### config.mk
export PLATFORM = sky130hd
export DESIGN_NAME = gsit_top
export DESIGN_NICKNAME = d
export VERILOG_FILES = /design/src/gsit_pkg.sv /design/src/gsit_sync_if.sv /design/src/gsit_top.sv /design/src/gsit_pin_sync.sv
export SDC_FILE = /design/constraint.sdc
export NUM_CORES = 1
export LEC_CHECK = 0
export BUFFER_PORTS_ARGS = -buffer_cell sky130_fd_sc_hd__buf_2
export CORE_MARGIN = 2
export CORE_UTILIZATION = 52
export CTS_CLUSTER_DIAMETER = 60
export DETAILED_ROUTE_END_ITERATION = 8
export GPL_TIMING_DRIVEN = 0
export HOLD_SLACK_MARGIN = 0.15
export PLACE_DENSITY = 0.83
export RECOVER_POWER = 100
export SLEW_MARGIN = 20
export SYNTH_ARGS = -nofsm -noshare
export SYNTH_HDL_FRONTEND = slang
export SYNTH_SLANG_ARGS = --single-unit
### constraint.sdc
create_clock -name clk -period 2.2 [get_ports clk]
set_input_delay 0.11 -clock clk [delete_from_list [all_inputs] [get_ports clk]]
set_output_delay 0.11 -clock clk [all_outputs]
set_load 0.02 [all_outputs]
### src/gsit_pkg.sv
// Package: register indices, field positions, reset values and timing for the interrupt tree
package gsit_pkg;

  // Register indices; byte address on APB is four times the index
  localparam logic [7:0] GSIT_IDX_TOP_STAT = 8'h10;
  localparam logic [7:0] GSIT_IDX_TOP_EN = 8'h12;
  localparam logic [7:0] GSIT_IDX_LIVE = 8'h14;
  localparam logic [7:0] GSIT_IDX_LATCH = 8'h16;
  localparam logic [7:0] GSIT_IDX_LATCH_EN = 8'h18;
  localparam logic [7:0] GSIT_IDX_CTRL = 8'h1A;
  localparam logic [7:0] GSIT_IDX_PINS = 8'h1C;
  localparam logic [7:0] GSIT_IDX_CLR = 8'h1E;

  localparam int GSIT_N_PORTS = 4;
  localparam int GSIT_N_GPIO = 8;
  localparam int GSIT_N_PLL = 3;
  localparam int GSIT_LAT_W = 5;

  // Top-level status and enable fields
  localparam int GSIT_TOP_GLOBAL = 0;
  localparam int GSIT_TOP_TX = 1;
  localparam int GSIT_TOP_PORT_LSB = 4;

  // Live status fields
  localparam int GSIT_LIVE_DONE = 0;
  localparam int GSIT_LIVE_UNLOCK = 1;

  // Latched status fields
  localparam int GSIT_LAT_DONE = 0;
  localparam int GSIT_LAT_UNLOCK = 1;
  localparam int GSIT_LAT_ONESEC = 2;
  localparam int GSIT_LAT_REFCLK = 3;
  localparam int GSIT_LAT_REF8K = 4;

  // Control register fields
  localparam int GSIT_CTRL_REQ = 0;
  localparam int GSIT_CTRL_SEL_LSB = 4;
  localparam int GSIT_CTRL_REF8K_SEL = 8;

  // Writable bit masks and reset values
  localparam logic [15:0] GSIT_TOP_EN_MASK = 16'h00F3;
  localparam logic [15:0] GSIT_LATCH_EN_MASK = 16'h0007;
  localparam logic [15:0] GSIT_CTRL_MASK = 16'h01F1;
  localparam logic [15:0] GSIT_REG_RST = 16'h0000;

  // Synchroniser lane map
  localparam int GSIT_SYNC_W = 12;
  localparam int GSIT_LANE_GPIO = 0;
  localparam int GSIT_LANE_GENERAL_PIN_FOUR = 3;
  localparam int GSIT_LANE_REFCLK = 8;
  localparam int GSIT_LANE_PLL = 9;

  // One-second tick
  localparam longint GSIT_CLK_PERIOD_NS = 10;
  localparam longint GSIT_ONE_SECOND_MS = 1000;
  localparam longint GSIT_ONE_SEC_CYCLES = GSIT_ONE_SECOND_MS * 1000000 / GSIT_CLK_PERIOD_NS;
  localparam int GSIT_SEC_W = 27;

  // True when a byte address selects the given register index
  function automatic logic gsit_hit(input logic [7:0] paddr, input logic [7:0] idx);
    gsit_hit = (paddr == {idx[5:0], 2'b00});
  endfunction : gsit_hit

endpackage : gsit_pkg

### src/gsit_sync_if.sv
// Interface: synchronised pin levels and rising-edge pulses
interface gsit_sync_if import gsit_pkg::*; ();
  logic [GSIT_SYNC_W-1:0] level;
  logic [GSIT_SYNC_W-1:0] rise;
  modport src (output level, output rise);
  modport dst (input level, input rise);
endinterface : gsit_sync_if

### src/gsit_top.sv
// Global status and interrupt tree with APB register access
// What this block does
// Enabled port summary flag drives interrupt low
// Enabled transmit interface summary drives interrupt low
// Enabled global summary drives interrupt low
// Live unlock reads one while any PLL unlocked
// Update done is AND over selected ports
// Software holds update request until done reads one
// Latch 8k reference activity only when selected
// Latch synthesizer reference clock activity
// Latch one-second tick, feeds summary and interrupt
// Latch rising edge of live unlock
// Latch rising edge of live update done
// One-second enable gates its interrupt path
// Unlock enable gates its interrupt path
// Update-done enable gates its interrupt path
// Readback shows level of eight pins
// Port summary set when port status nonzero
// Global summary is OR of enabled latched bits
// Latched bits clear on write one only
// Interrupt is OR of enabled sources, active low
//
// The APB interface to the registers was decided locally.
module gsit_top import gsit_pkg::*; #(
  parameter longint ONE_SEC_CYCLES = GSIT_ONE_SEC_CYCLES
) (
  input wire logic clk,
  input wire logic srst,
  input wire logic psel,
  input wire logic penable,
  input wire logic pwrite,
  input wire logic [7:0] paddr,
  input wire logic [31:0] pwdata,
  output logic [31:0] prdata,
  output logic pready,
  output logic pslverr,
  input wire logic [GSIT_N_PORTS-1:0] port_isr_nonzero,
  input wire logic tx_sysif_summary_flag,
  input wire logic [GSIT_N_PORTS-1:0] port_perf_update_done,
  input wire logic [GSIT_N_PLL-1:0] synth_pll_unlocked,
  input wire logic synth_ref_clock_pin,
  input wire logic [GSIT_N_GPIO-1:0] gpio_pin,
  output logic irq,
  output logic int_n
);

  typedef struct packed {
    logic [15:0] top_en;
    logic [15:0] lat_en;
    logic [15:0] ctrl;
    logic [GSIT_LAT_W-1:0] lat;
    logic unlock_prev;
    logic done_prev;
    logic [GSIT_SEC_W-1:0] sec_cnt;
    logic [31:0] prdata;
    logic pslverr;
    logic irq;
  } gsit_state_t;

  localparam logic [GSIT_SEC_W-1:0] SEC_LAST = GSIT_SEC_W'(ONE_SEC_CYCLES - 1);

  gsit_state_t s_r;
  gsit_state_t s_nxt;

  gsit_sync_if sif ();

  logic apb_setup;
  logic apb_wr;
  logic unlock_live;
  logic done_live;
  logic sec_tick;
  logic glob_flag;
  logic [GSIT_LAT_W-1:0] lat_set;
  logic [GSIT_LAT_W-1:0] lat_clr;
  logic [15:0] top_vec;
  logic [15:0] live_vec;
  logic [15:0] rd_val;
  logic rd_hit;
  logic [GSIT_N_PORTS-1:0] sel_ports;

  // Access-phase write aimed at one register index
  function automatic logic wr_hit(input logic wr, input logic [7:0] a, input logic [7:0] idx);
    wr_hit = wr && gsit_hit(a, idx);
  endfunction : wr_hit

  // Pins and the clock synthesizer lock flags are asynchronous to clk
  gsit_pin_sync u_sync (
    .clk(clk),
    .srst(srst),
    .pins_in({synth_pll_unlocked, synth_ref_clock_pin, gpio_pin}),
    .sif(sif)
  );

  assign apb_setup = psel & ~penable;
  assign apb_wr = psel & penable & pwrite;

  assign unlock_live = |sif.level[GSIT_LANE_PLL +: GSIT_N_PLL];

  // With no port selected the AND is vacuous, so done follows the request alone
  assign sel_ports = s_r.ctrl[GSIT_CTRL_SEL_LSB +: GSIT_N_PORTS];
  assign done_live = s_r.ctrl[GSIT_CTRL_REQ] &
                     (&(port_perf_update_done | ~sel_ports));

  assign sec_tick = (s_r.sec_cnt == SEC_LAST);

  // Activity is seen as a rising edge after synchronising; a reference
  // faster than half of clk will alias but still shows as active
  always_comb begin
    lat_set = '0;
    lat_set[GSIT_LAT_REF8K] = sif.rise[GSIT_LANE_GENERAL_PIN_FOUR] & s_r.ctrl[GSIT_CTRL_REF8K_SEL];
    lat_set[GSIT_LAT_REFCLK] = sif.rise[GSIT_LANE_REFCLK];
    lat_set[GSIT_LAT_ONESEC] = sec_tick;
    lat_set[GSIT_LAT_UNLOCK] = unlock_live & ~s_r.unlock_prev;
    lat_set[GSIT_LAT_DONE] = done_live & ~s_r.done_prev;
  end

  assign lat_clr = (wr_hit(apb_wr, paddr, GSIT_IDX_LATCH) || wr_hit(apb_wr, paddr, GSIT_IDX_CLR))
                   ? pwdata[GSIT_LAT_W-1:0] : '0;

  // Only the three enabled latched bits feed the summary
  assign glob_flag = |(s_r.lat[GSIT_LAT_ONESEC:GSIT_LAT_DONE] &
                       s_r.lat_en[GSIT_LAT_ONESEC:GSIT_LAT_DONE]);

  always_comb begin
    top_vec = '0;
    top_vec[GSIT_TOP_PORT_LSB +: GSIT_N_PORTS] = port_isr_nonzero;
    top_vec[GSIT_TOP_TX] = tx_sysif_summary_flag;
    top_vec[GSIT_TOP_GLOBAL] = glob_flag;
  end

  always_comb begin
    live_vec = '0;
    live_vec[GSIT_LIVE_UNLOCK] = unlock_live;
    live_vec[GSIT_LIVE_DONE] = done_live;
  end

  always_comb begin
    rd_val = '0;
    rd_hit = 1'b1;
    if (gsit_hit(paddr, GSIT_IDX_TOP_STAT)) begin
      rd_val = top_vec;
    end else if (gsit_hit(paddr, GSIT_IDX_TOP_EN)) begin
      rd_val = s_r.top_en;
    end else if (gsit_hit(paddr, GSIT_IDX_LIVE)) begin
      rd_val = live_vec;
    end else if (gsit_hit(paddr, GSIT_IDX_LATCH)) begin
      rd_val = {{(16-GSIT_LAT_W){1'b0}}, s_r.lat};
    end else if (gsit_hit(paddr, GSIT_IDX_LATCH_EN)) begin
      rd_val = s_r.lat_en;
    end else if (gsit_hit(paddr, GSIT_IDX_CTRL)) begin
      rd_val = s_r.ctrl;
    end else if (gsit_hit(paddr, GSIT_IDX_PINS)) begin
      rd_val = {8'h00, sif.level[GSIT_LANE_GPIO +: GSIT_N_GPIO]};
    end else if (gsit_hit(paddr, GSIT_IDX_CLR)) begin
      rd_val = '0;
    end else begin
      rd_hit = 1'b0;
    end
  end

  always_comb begin
    s_nxt = s_r;
    s_nxt.unlock_prev = unlock_live;
    s_nxt.done_prev = done_live;
    if (sec_tick) begin
      s_nxt.sec_cnt = '0;
    end else begin
      s_nxt.sec_cnt = s_r.sec_cnt + 1'b1;
    end
    // A new event in the clearing cycle survives the clear
    s_nxt.lat = (s_r.lat & ~lat_clr) | lat_set;
    if (wr_hit(apb_wr, paddr, GSIT_IDX_TOP_EN)) begin
      s_nxt.top_en = pwdata[15:0] & GSIT_TOP_EN_MASK;
    end
    if (wr_hit(apb_wr, paddr, GSIT_IDX_LATCH_EN)) begin
      s_nxt.lat_en = pwdata[15:0] & GSIT_LATCH_EN_MASK;
    end
    if (wr_hit(apb_wr, paddr, GSIT_IDX_CTRL)) begin
      s_nxt.ctrl = pwdata[15:0] & GSIT_CTRL_MASK;
    end
    // Read data and error are captured in the setup cycle so they come from flops
    if (apb_setup) begin
      s_nxt.prdata = {16'h0000, rd_val};
      s_nxt.pslverr = ~rd_hit;
    end
    s_nxt.irq = |(top_vec & s_r.top_en);
  end

  always_ff @(posedge clk) begin
    if (srst) begin
      s_r <= '0;
    end else begin
      s_r <= s_nxt;
    end
  end

  assign prdata = s_r.prdata;
  assign pslverr = s_r.pslverr;
  assign pready = 1'b1;
  assign irq = s_r.irq;
  assign int_n = ~s_r.irq;

  // Helper for the sticky check
  logic [GSIT_LAT_W-1:0] lat_keep;
  assign lat_keep = s_r.lat & ~lat_clr;

  // One check per port so a stuck enable bit is pinned to its port
  for (genvar g = 0; g < GSIT_N_PORTS; g++) begin : g_port_chk

  end
endmodule : gsit_top

### src/gsit_pin_sync.sv
// Two-flop synchronisers with rising-edge detect for all asynchronous inputs
module gsit_pin_sync import gsit_pkg::*; (
  input wire logic clk,
  input wire logic srst,
  input wire logic [GSIT_SYNC_W-1:0] pins_in,
  gsit_sync_if.src sif
);

  typedef struct packed {
    logic [GSIT_SYNC_W-1:0] meta;
    logic [GSIT_SYNC_W-1:0] stable;
    logic [GSIT_SYNC_W-1:0] prev;
  } gsit_sync_state_t;

  gsit_sync_state_t s_r;
  gsit_sync_state_t s_nxt;

  always_comb begin
    s_nxt = s_r;
    s_nxt.meta = pins_in;
    s_nxt.stable = s_r.meta;
    s_nxt.prev = s_r.stable;
  end

  always_ff @(posedge clk) begin
    if (srst) begin
      s_r <= '0;
    end else begin
      s_r <= s_nxt;
    end
  end

  // Edge detect looks only at the second and third stages, never the first
  assign sif.level = s_r.stable;
  assign sif.rise = s_r.stable & ~s_r.prev;

endmodule : gsit_pin_sync

# After elaboration in Yosys (flattened, before gate mapping)
# Cells that the tools add are included.
[op_classes]
eq_ne = 9
add_sub_neg = 1
reduce_logical = 11
mux = 16
bitwise = 21
[op_table]
columns = ["op", "n"]
rows = [
  ["$eq 8x7->1 const B", 8],
  ["$mux 9", 6],
  ["$add 27x1->27 const B", 1],
  ["$eq 27x27->1 const B", 1],
  ["$reduce_or 16->1", 1],
  ["$and 9x9->9", 1],
  ["$not 9->9", 1],
  ["$and 8x8->8", 1],
  ["$mux 1", 8],
  ["$mux 8", 1],
  ["$and 1x1->1", 7],
  ["$reduce_or 3->1", 2],
  ["$and 5x5->5", 1],
  ["$logic_and 1x1->1", 5],
  ["$mux 5", 1],
  ["$not 1->1", 5],
  ["$not 5->5", 1],
  ["$or 5x5->5", 1],
  ["$not 4->4", 1],
  ["$or 4x4->4", 1],
  ["$reduce_and 4->1", 1],
  ["$and 3x3->3", 1],
  ["$reduce_or 2->1", 1],
  ["$logic_or 1x1->1", 1],
]
[totals]
regBits = 100
wordCells = 71
out_inout_bits = 36
inputBits = 66

# Longest topological paths before layout
[logic_depth]
word_depth = 10
ltp_mapped = 7
mapped_depth_nobuf = 6

# Hierarchy
# A second synthesis with hierarchy kept.
[unflattened]
cells_unflattened = 484
hier_area_um2 = 4365.4
[by_module_without_submodules]
columns = ["mod", "seq_area_each_um2", "cells_each", "area_each_um2", "instances"]
rows = [
  ["gsit_top", 1201.2, 385, 3205.6, 1],
  ["gsit_pin_sync", 720.7, 99, 1159.9, 1],
]

# Worst setup path after synthesis
# OpenSTA, ideal clock, no wires.
[synth_path]
path_type = "register to register"
start = "reg s_r[42] (netlist bit)"
end = "reg s_r[46] (netlist bit)"
slack_ps = 308
path_stages_with_launch = 6
period_less_slack_ps = 1892
t_arrival_ps = 1777
t_required_ps = 2085
setup_ps = 115
n_path_buf = 1
path_cell_list = "dfxtp_1 -> or4b_1 -> or4_4 -> o21ai_4 -> buf_6 -> nor2_1"
[synth_between]
elab_chain_cells = 2
elab_cells_between_ends = 3
classes_between = "add/sub: 1; eq/ne: 1; reduce/logical: 1"
[synth_lines]
columns = ["element", "line", "text"]
rows = [
  ["start, declared", "gsit_top.sv:62", "gsit_state_t s_r;"],
  ["start signal, assigned", "gsit_top.sv:193", "s_r <= s_nxt;"],
  ["parallel branches: the longest is 2 deep, another holds $add 27x1->27", "--", ""],
]
# Parallel ways; which one is timed is not known.
# A chain may end at the register's enable or synchronous reset.

# Worst setup path in the final report
[layout_path]
start = "reg s_r[34] (netlist bit)"
end = "reg s_r[56] (netlist bit)"
# Same word-level chain as after synthesis.

==> summary.md <==
| Metric | Value |
|---|---|
| Critical path's slowest cell | or4_4 |
| P&R area growth vs syn | 24.8% |
| Mapped cell area | 3850 µm² |
| Worst setup path endpoint | s_r[56] |
| R2r endpoint | s_r[56] |
| GPL Wtd Cong | 0.963 |
| Initial Util | 0.533 |
| Final ANT Viol Nets | 0 |
| Gr ovfl total | 0 |
| Power Density | 670 nW/µm² |
| FMAX | a little under 500 MHz |
| P_leak | around 2 nW |
| Fillers | around 600 |
| Via-to-Cell Ratio | 5.17 |
| VDD IR max | 0.477 mV |
| Die width | about 90 µm |
| Biggest cell delay along the critical path | 0.63 ns |
| WP data required | 2.45 ns |
| Final setup fails | 0 |
| Worst Setup Path Type | reg -> reg |
| Die ar. | 8110 µm² |
| Most frequent cell after synthesis | dfxtp_1 |
| Clock Skew | 0.00560 ns |
| Slew Viols, Final | 0 |
| CTS root buf | clkbuf_8 |
| GRT Overall Usage | 0.225 |
| Outcome | finished clean |
| Multi-input combinational cell area | 1840 µm² |
| DRC | 0 |
| Core region area | 7210 µm² |
| Cells after Synth | 435 |
| Synth warn | 0 |
| FF+latch area | 1720 µm² |
| Routed via count | 3,366 |
| Routed WL per cell | 13.9 µm |
| Non-Filler Instances | approximately 650 |
| Layout Nets | 614 |
| Async set or reset register ratio after synthesis | 0 |
| Post-synth top cells | dfxtp_1 (86), nor2_1 (65), buf_4 (33) |
| Top FF cell, synth | dfxtp_1 |
| Total wire length | 9080 µm |
| DR pass1 iterations | 5 |
| Largest net degree at the start of global routing | 17 |
| Placement Cell Area | 4320 µm² |
| Fin area | 4800 µm² |
| Antenna violations before repair | 0 |
| DR iter-0 viols | ~350 |
| Setup bufs post-CTS | 0 |
| Worst-Skew Late Latency | 0.36 ns |
| Yosys top cell by area | dfxtp_1 |
| Clock Sinks | 86 |
| CTS tree | done |
| Area fraction of the dominant cell type after synthesis | 0.447 |
| R2R cell count | 6 |
| CTS H-tree depth | 3 |
| RR Startpoint | s_r[34] |
| Clk buf depth | 2 |
| Post-place setup slack | roughly 0.013 ns |
| Post-synthesis sequential area ratio | 0.447 |
| Layout cell share with drive strength beyond 1 | 0.187 |
| HPWL Detailed | 6390 µm |
| Crit path DAT | 2.32 ns |
| I/O Buffers | 52 |
| Max_cap viols | 0 |
| Boundary Pins | 102 |
| Post-synth EDFFs | 0 |
| Final WS setup | ~0.13 ns |
| Worst Path Max Fanout | 10 |
| Worst Setup Start Kind | register |
| Final hold vios | 0 |
| FP Rows | 31 |
| Max-slew headroom | 0.435 |
| WHS | 0.177 ns |
| Fin crit period | 2.07 ns |
| Least-Margin Pin Slew | 0.841 ns |
| Worst hold path class | in -> reg |
| Clock transition at path regs | 0.09 ns |
| Reg2Reg Setup Slack | 0.13 ns |
| Area contributors post-synth | dfxtp_1 (45%), buf_4 (6.4%), nor2_1 (6.3%) |
| First-pass GRT wire length | 14,700 µm |
| Placed Cells incl. Taps | between 600 and 700 |
| Critical Path Sink Type | register |
| CP Cell Sequence | ha_1 -> nand4_1 -> or4_4 -> o21ai_4 -> buf_6 -> nor2_1 |
| Die height | about 90 µm |
| Tcrit/Tclk final | 0.942 |
| Antenna cell count | 0 |
| Synth cell types | 54 |
| RSZ-0062 raised after global routing | false |
| TritonCTS buffer count | 9 |
| Number of global-route vias before repair | 3,150 |
| Setup TNS | 0 ns |
| Mapped Avg Cell Area | 8.85 µm² |
| Count of state elements after synthesis | 86 |
| Critical Path Start | s_r[34] |
## cells in the final DEF, fill, tap and decap left out, types with 2 or more instances in the layout
cell type / synthesis / final
and4_1: 6 / 6
nand3_1: 23 / 23
clkbuf_8: 0 / 10
nand2b_1: 5 / 5
or3_1: 2 / 2
a222oi_1: 3 / 3
bufinv_16: 0 / 2
conb_1: 2 / 24
nor4bb_1: 2 / 2
and3_1: 5 / 5
nand4_1: 10 / 10
and2_1: 3 / 3
buf_4: 33 / 33
mux2i_1: 12 / 12
and3_2: 2 / 2
o21ai_0: 7 / 7
buf_2: 2 / 41
mux2_2: 3 / 3
clkbuf_1: 14 / 27
a21oi_1: 15 / 15
dfxtp_1: 86 / 86
buf_6: 2 / 2
a31oi_1: 4 / 4
nand2_1: 25 / 25
nand4b_1: 4 / 4
nor3_1: 7 / 7
nor2b_1: 31 / 31
a22oi_1: 3 / 3
inv_1: 8 / 8
nor2_1: 65 / 65
dlygate4sd3_1: 0 / 27
xor2_1: 17 / 17
o21a_1: 2 / 2
xnor2_1: 7 / 7
nor4_1: 3 / 3
inv_6: 0 / 3
## metal layers
metal	wire length (µm)	global-route usage
met1	4010	0.286
met2	4340	0.372
met3	502	0.0377
met4	229	0.105
met5	0	0
## cell type report
| class | count | area share |
|---|---|---|
| multi-input combinational | 311 | 0.384 |
| buffer | 52 | 0.0698 |
| tap | 99 | 0.0258 |
| timing repair buffer | 79 | 0.107 |
| sequential | 86 | 0.358 |
| inverter | 8 | 0.00625 |
| clock inverter | 6 | 0.0203 |
| clock buffer | 10 | 0.0286 |
## flip-flops by register name (all words and copies together), names as in the netlist
| name | count |
|---|---|
| s_r | 49 |
| u_sync.s_nxt | 12 |
| u_sync.sif.level | 12 |
| prdata | 9 |
| u_sync.s_r | 2 |
| irq | 1 |
| pslverr | 1 |
## where the power goes
group          leakage (nW)  internal [W]  switching, W
clock                 0.120      0.000691      0.000603
combinational          1.21      0.000142      0.000171
sequential            0.700       0.00159     0.0000177
## worst min path at each step
| stage | from | endpoint | slack [ns] | cells past startpoint |
|---|---|---|---|---|
| 2_1_floorplan | gpio_pin[0] | u_sync.s_nxt[12] | 0.24 | 1 |
| 3_3_place_gp | synth_pll_unlocked[1] | u_sync.s_nxt[22] | 0.32 | 2 |
| 3_5_place_dp | gpio_pin[0] | u_sync.s_nxt[12] | 0.32 | 2 |
| 4_1_cts | penable | prdata[5] | 0.15 | 4 |
| 5_1_grt | penable | prdata[5] | 0.17 | 4 |
| 6_report | penable | prdata[7] | 0.18 | 4 |
## stage by stage
stage                util  power [W]
floorplan               -    0.00183
global placement    0.598    0.00191
detailed placement  0.598    0.00192
CTS                 0.668    0.00323
global route        0.666    0.00333
finish              0.666    0.00322
## logic make-up (layout without fill, tap and decap cells)
logic type | count (synthesis) | in the layout | share of synthesized area
compound gates | 46 | 46 | 0.0806
xor+xnor | 24 | 24 | 0.0546
fa+ha+maj | 1 | 1 | 0.00325
buf+inv | 60 | 155 | 0.0953
flops | 86 | 86 | 0.447
mux | 15 | 15 | 0.0400
other cells | 2 | 24 | 0.00195
simple gates | 201 | 201 | 0.277
## critical path: cells and delay by family, from the launching register on
family / cells / cell delay (ns)
AOI/OAI and AO/OA: 1 / 0.24
adders and majority gates: 1 / 0.21
and+or+nand+nor: 3 / 0.97
DFF: 1 / 0.37
buffers and inverters: 1 / 0.18
## what timing repair did
item / 4_1_cts / 5_1_grt
endpoints found under the setup margin: 0 / 2
gates resized for setup: 0 / 1
hold buffers: 27 / 0
endpoints found under the hold margin: 36 / 0
Power figures use the tool's default switching activity.
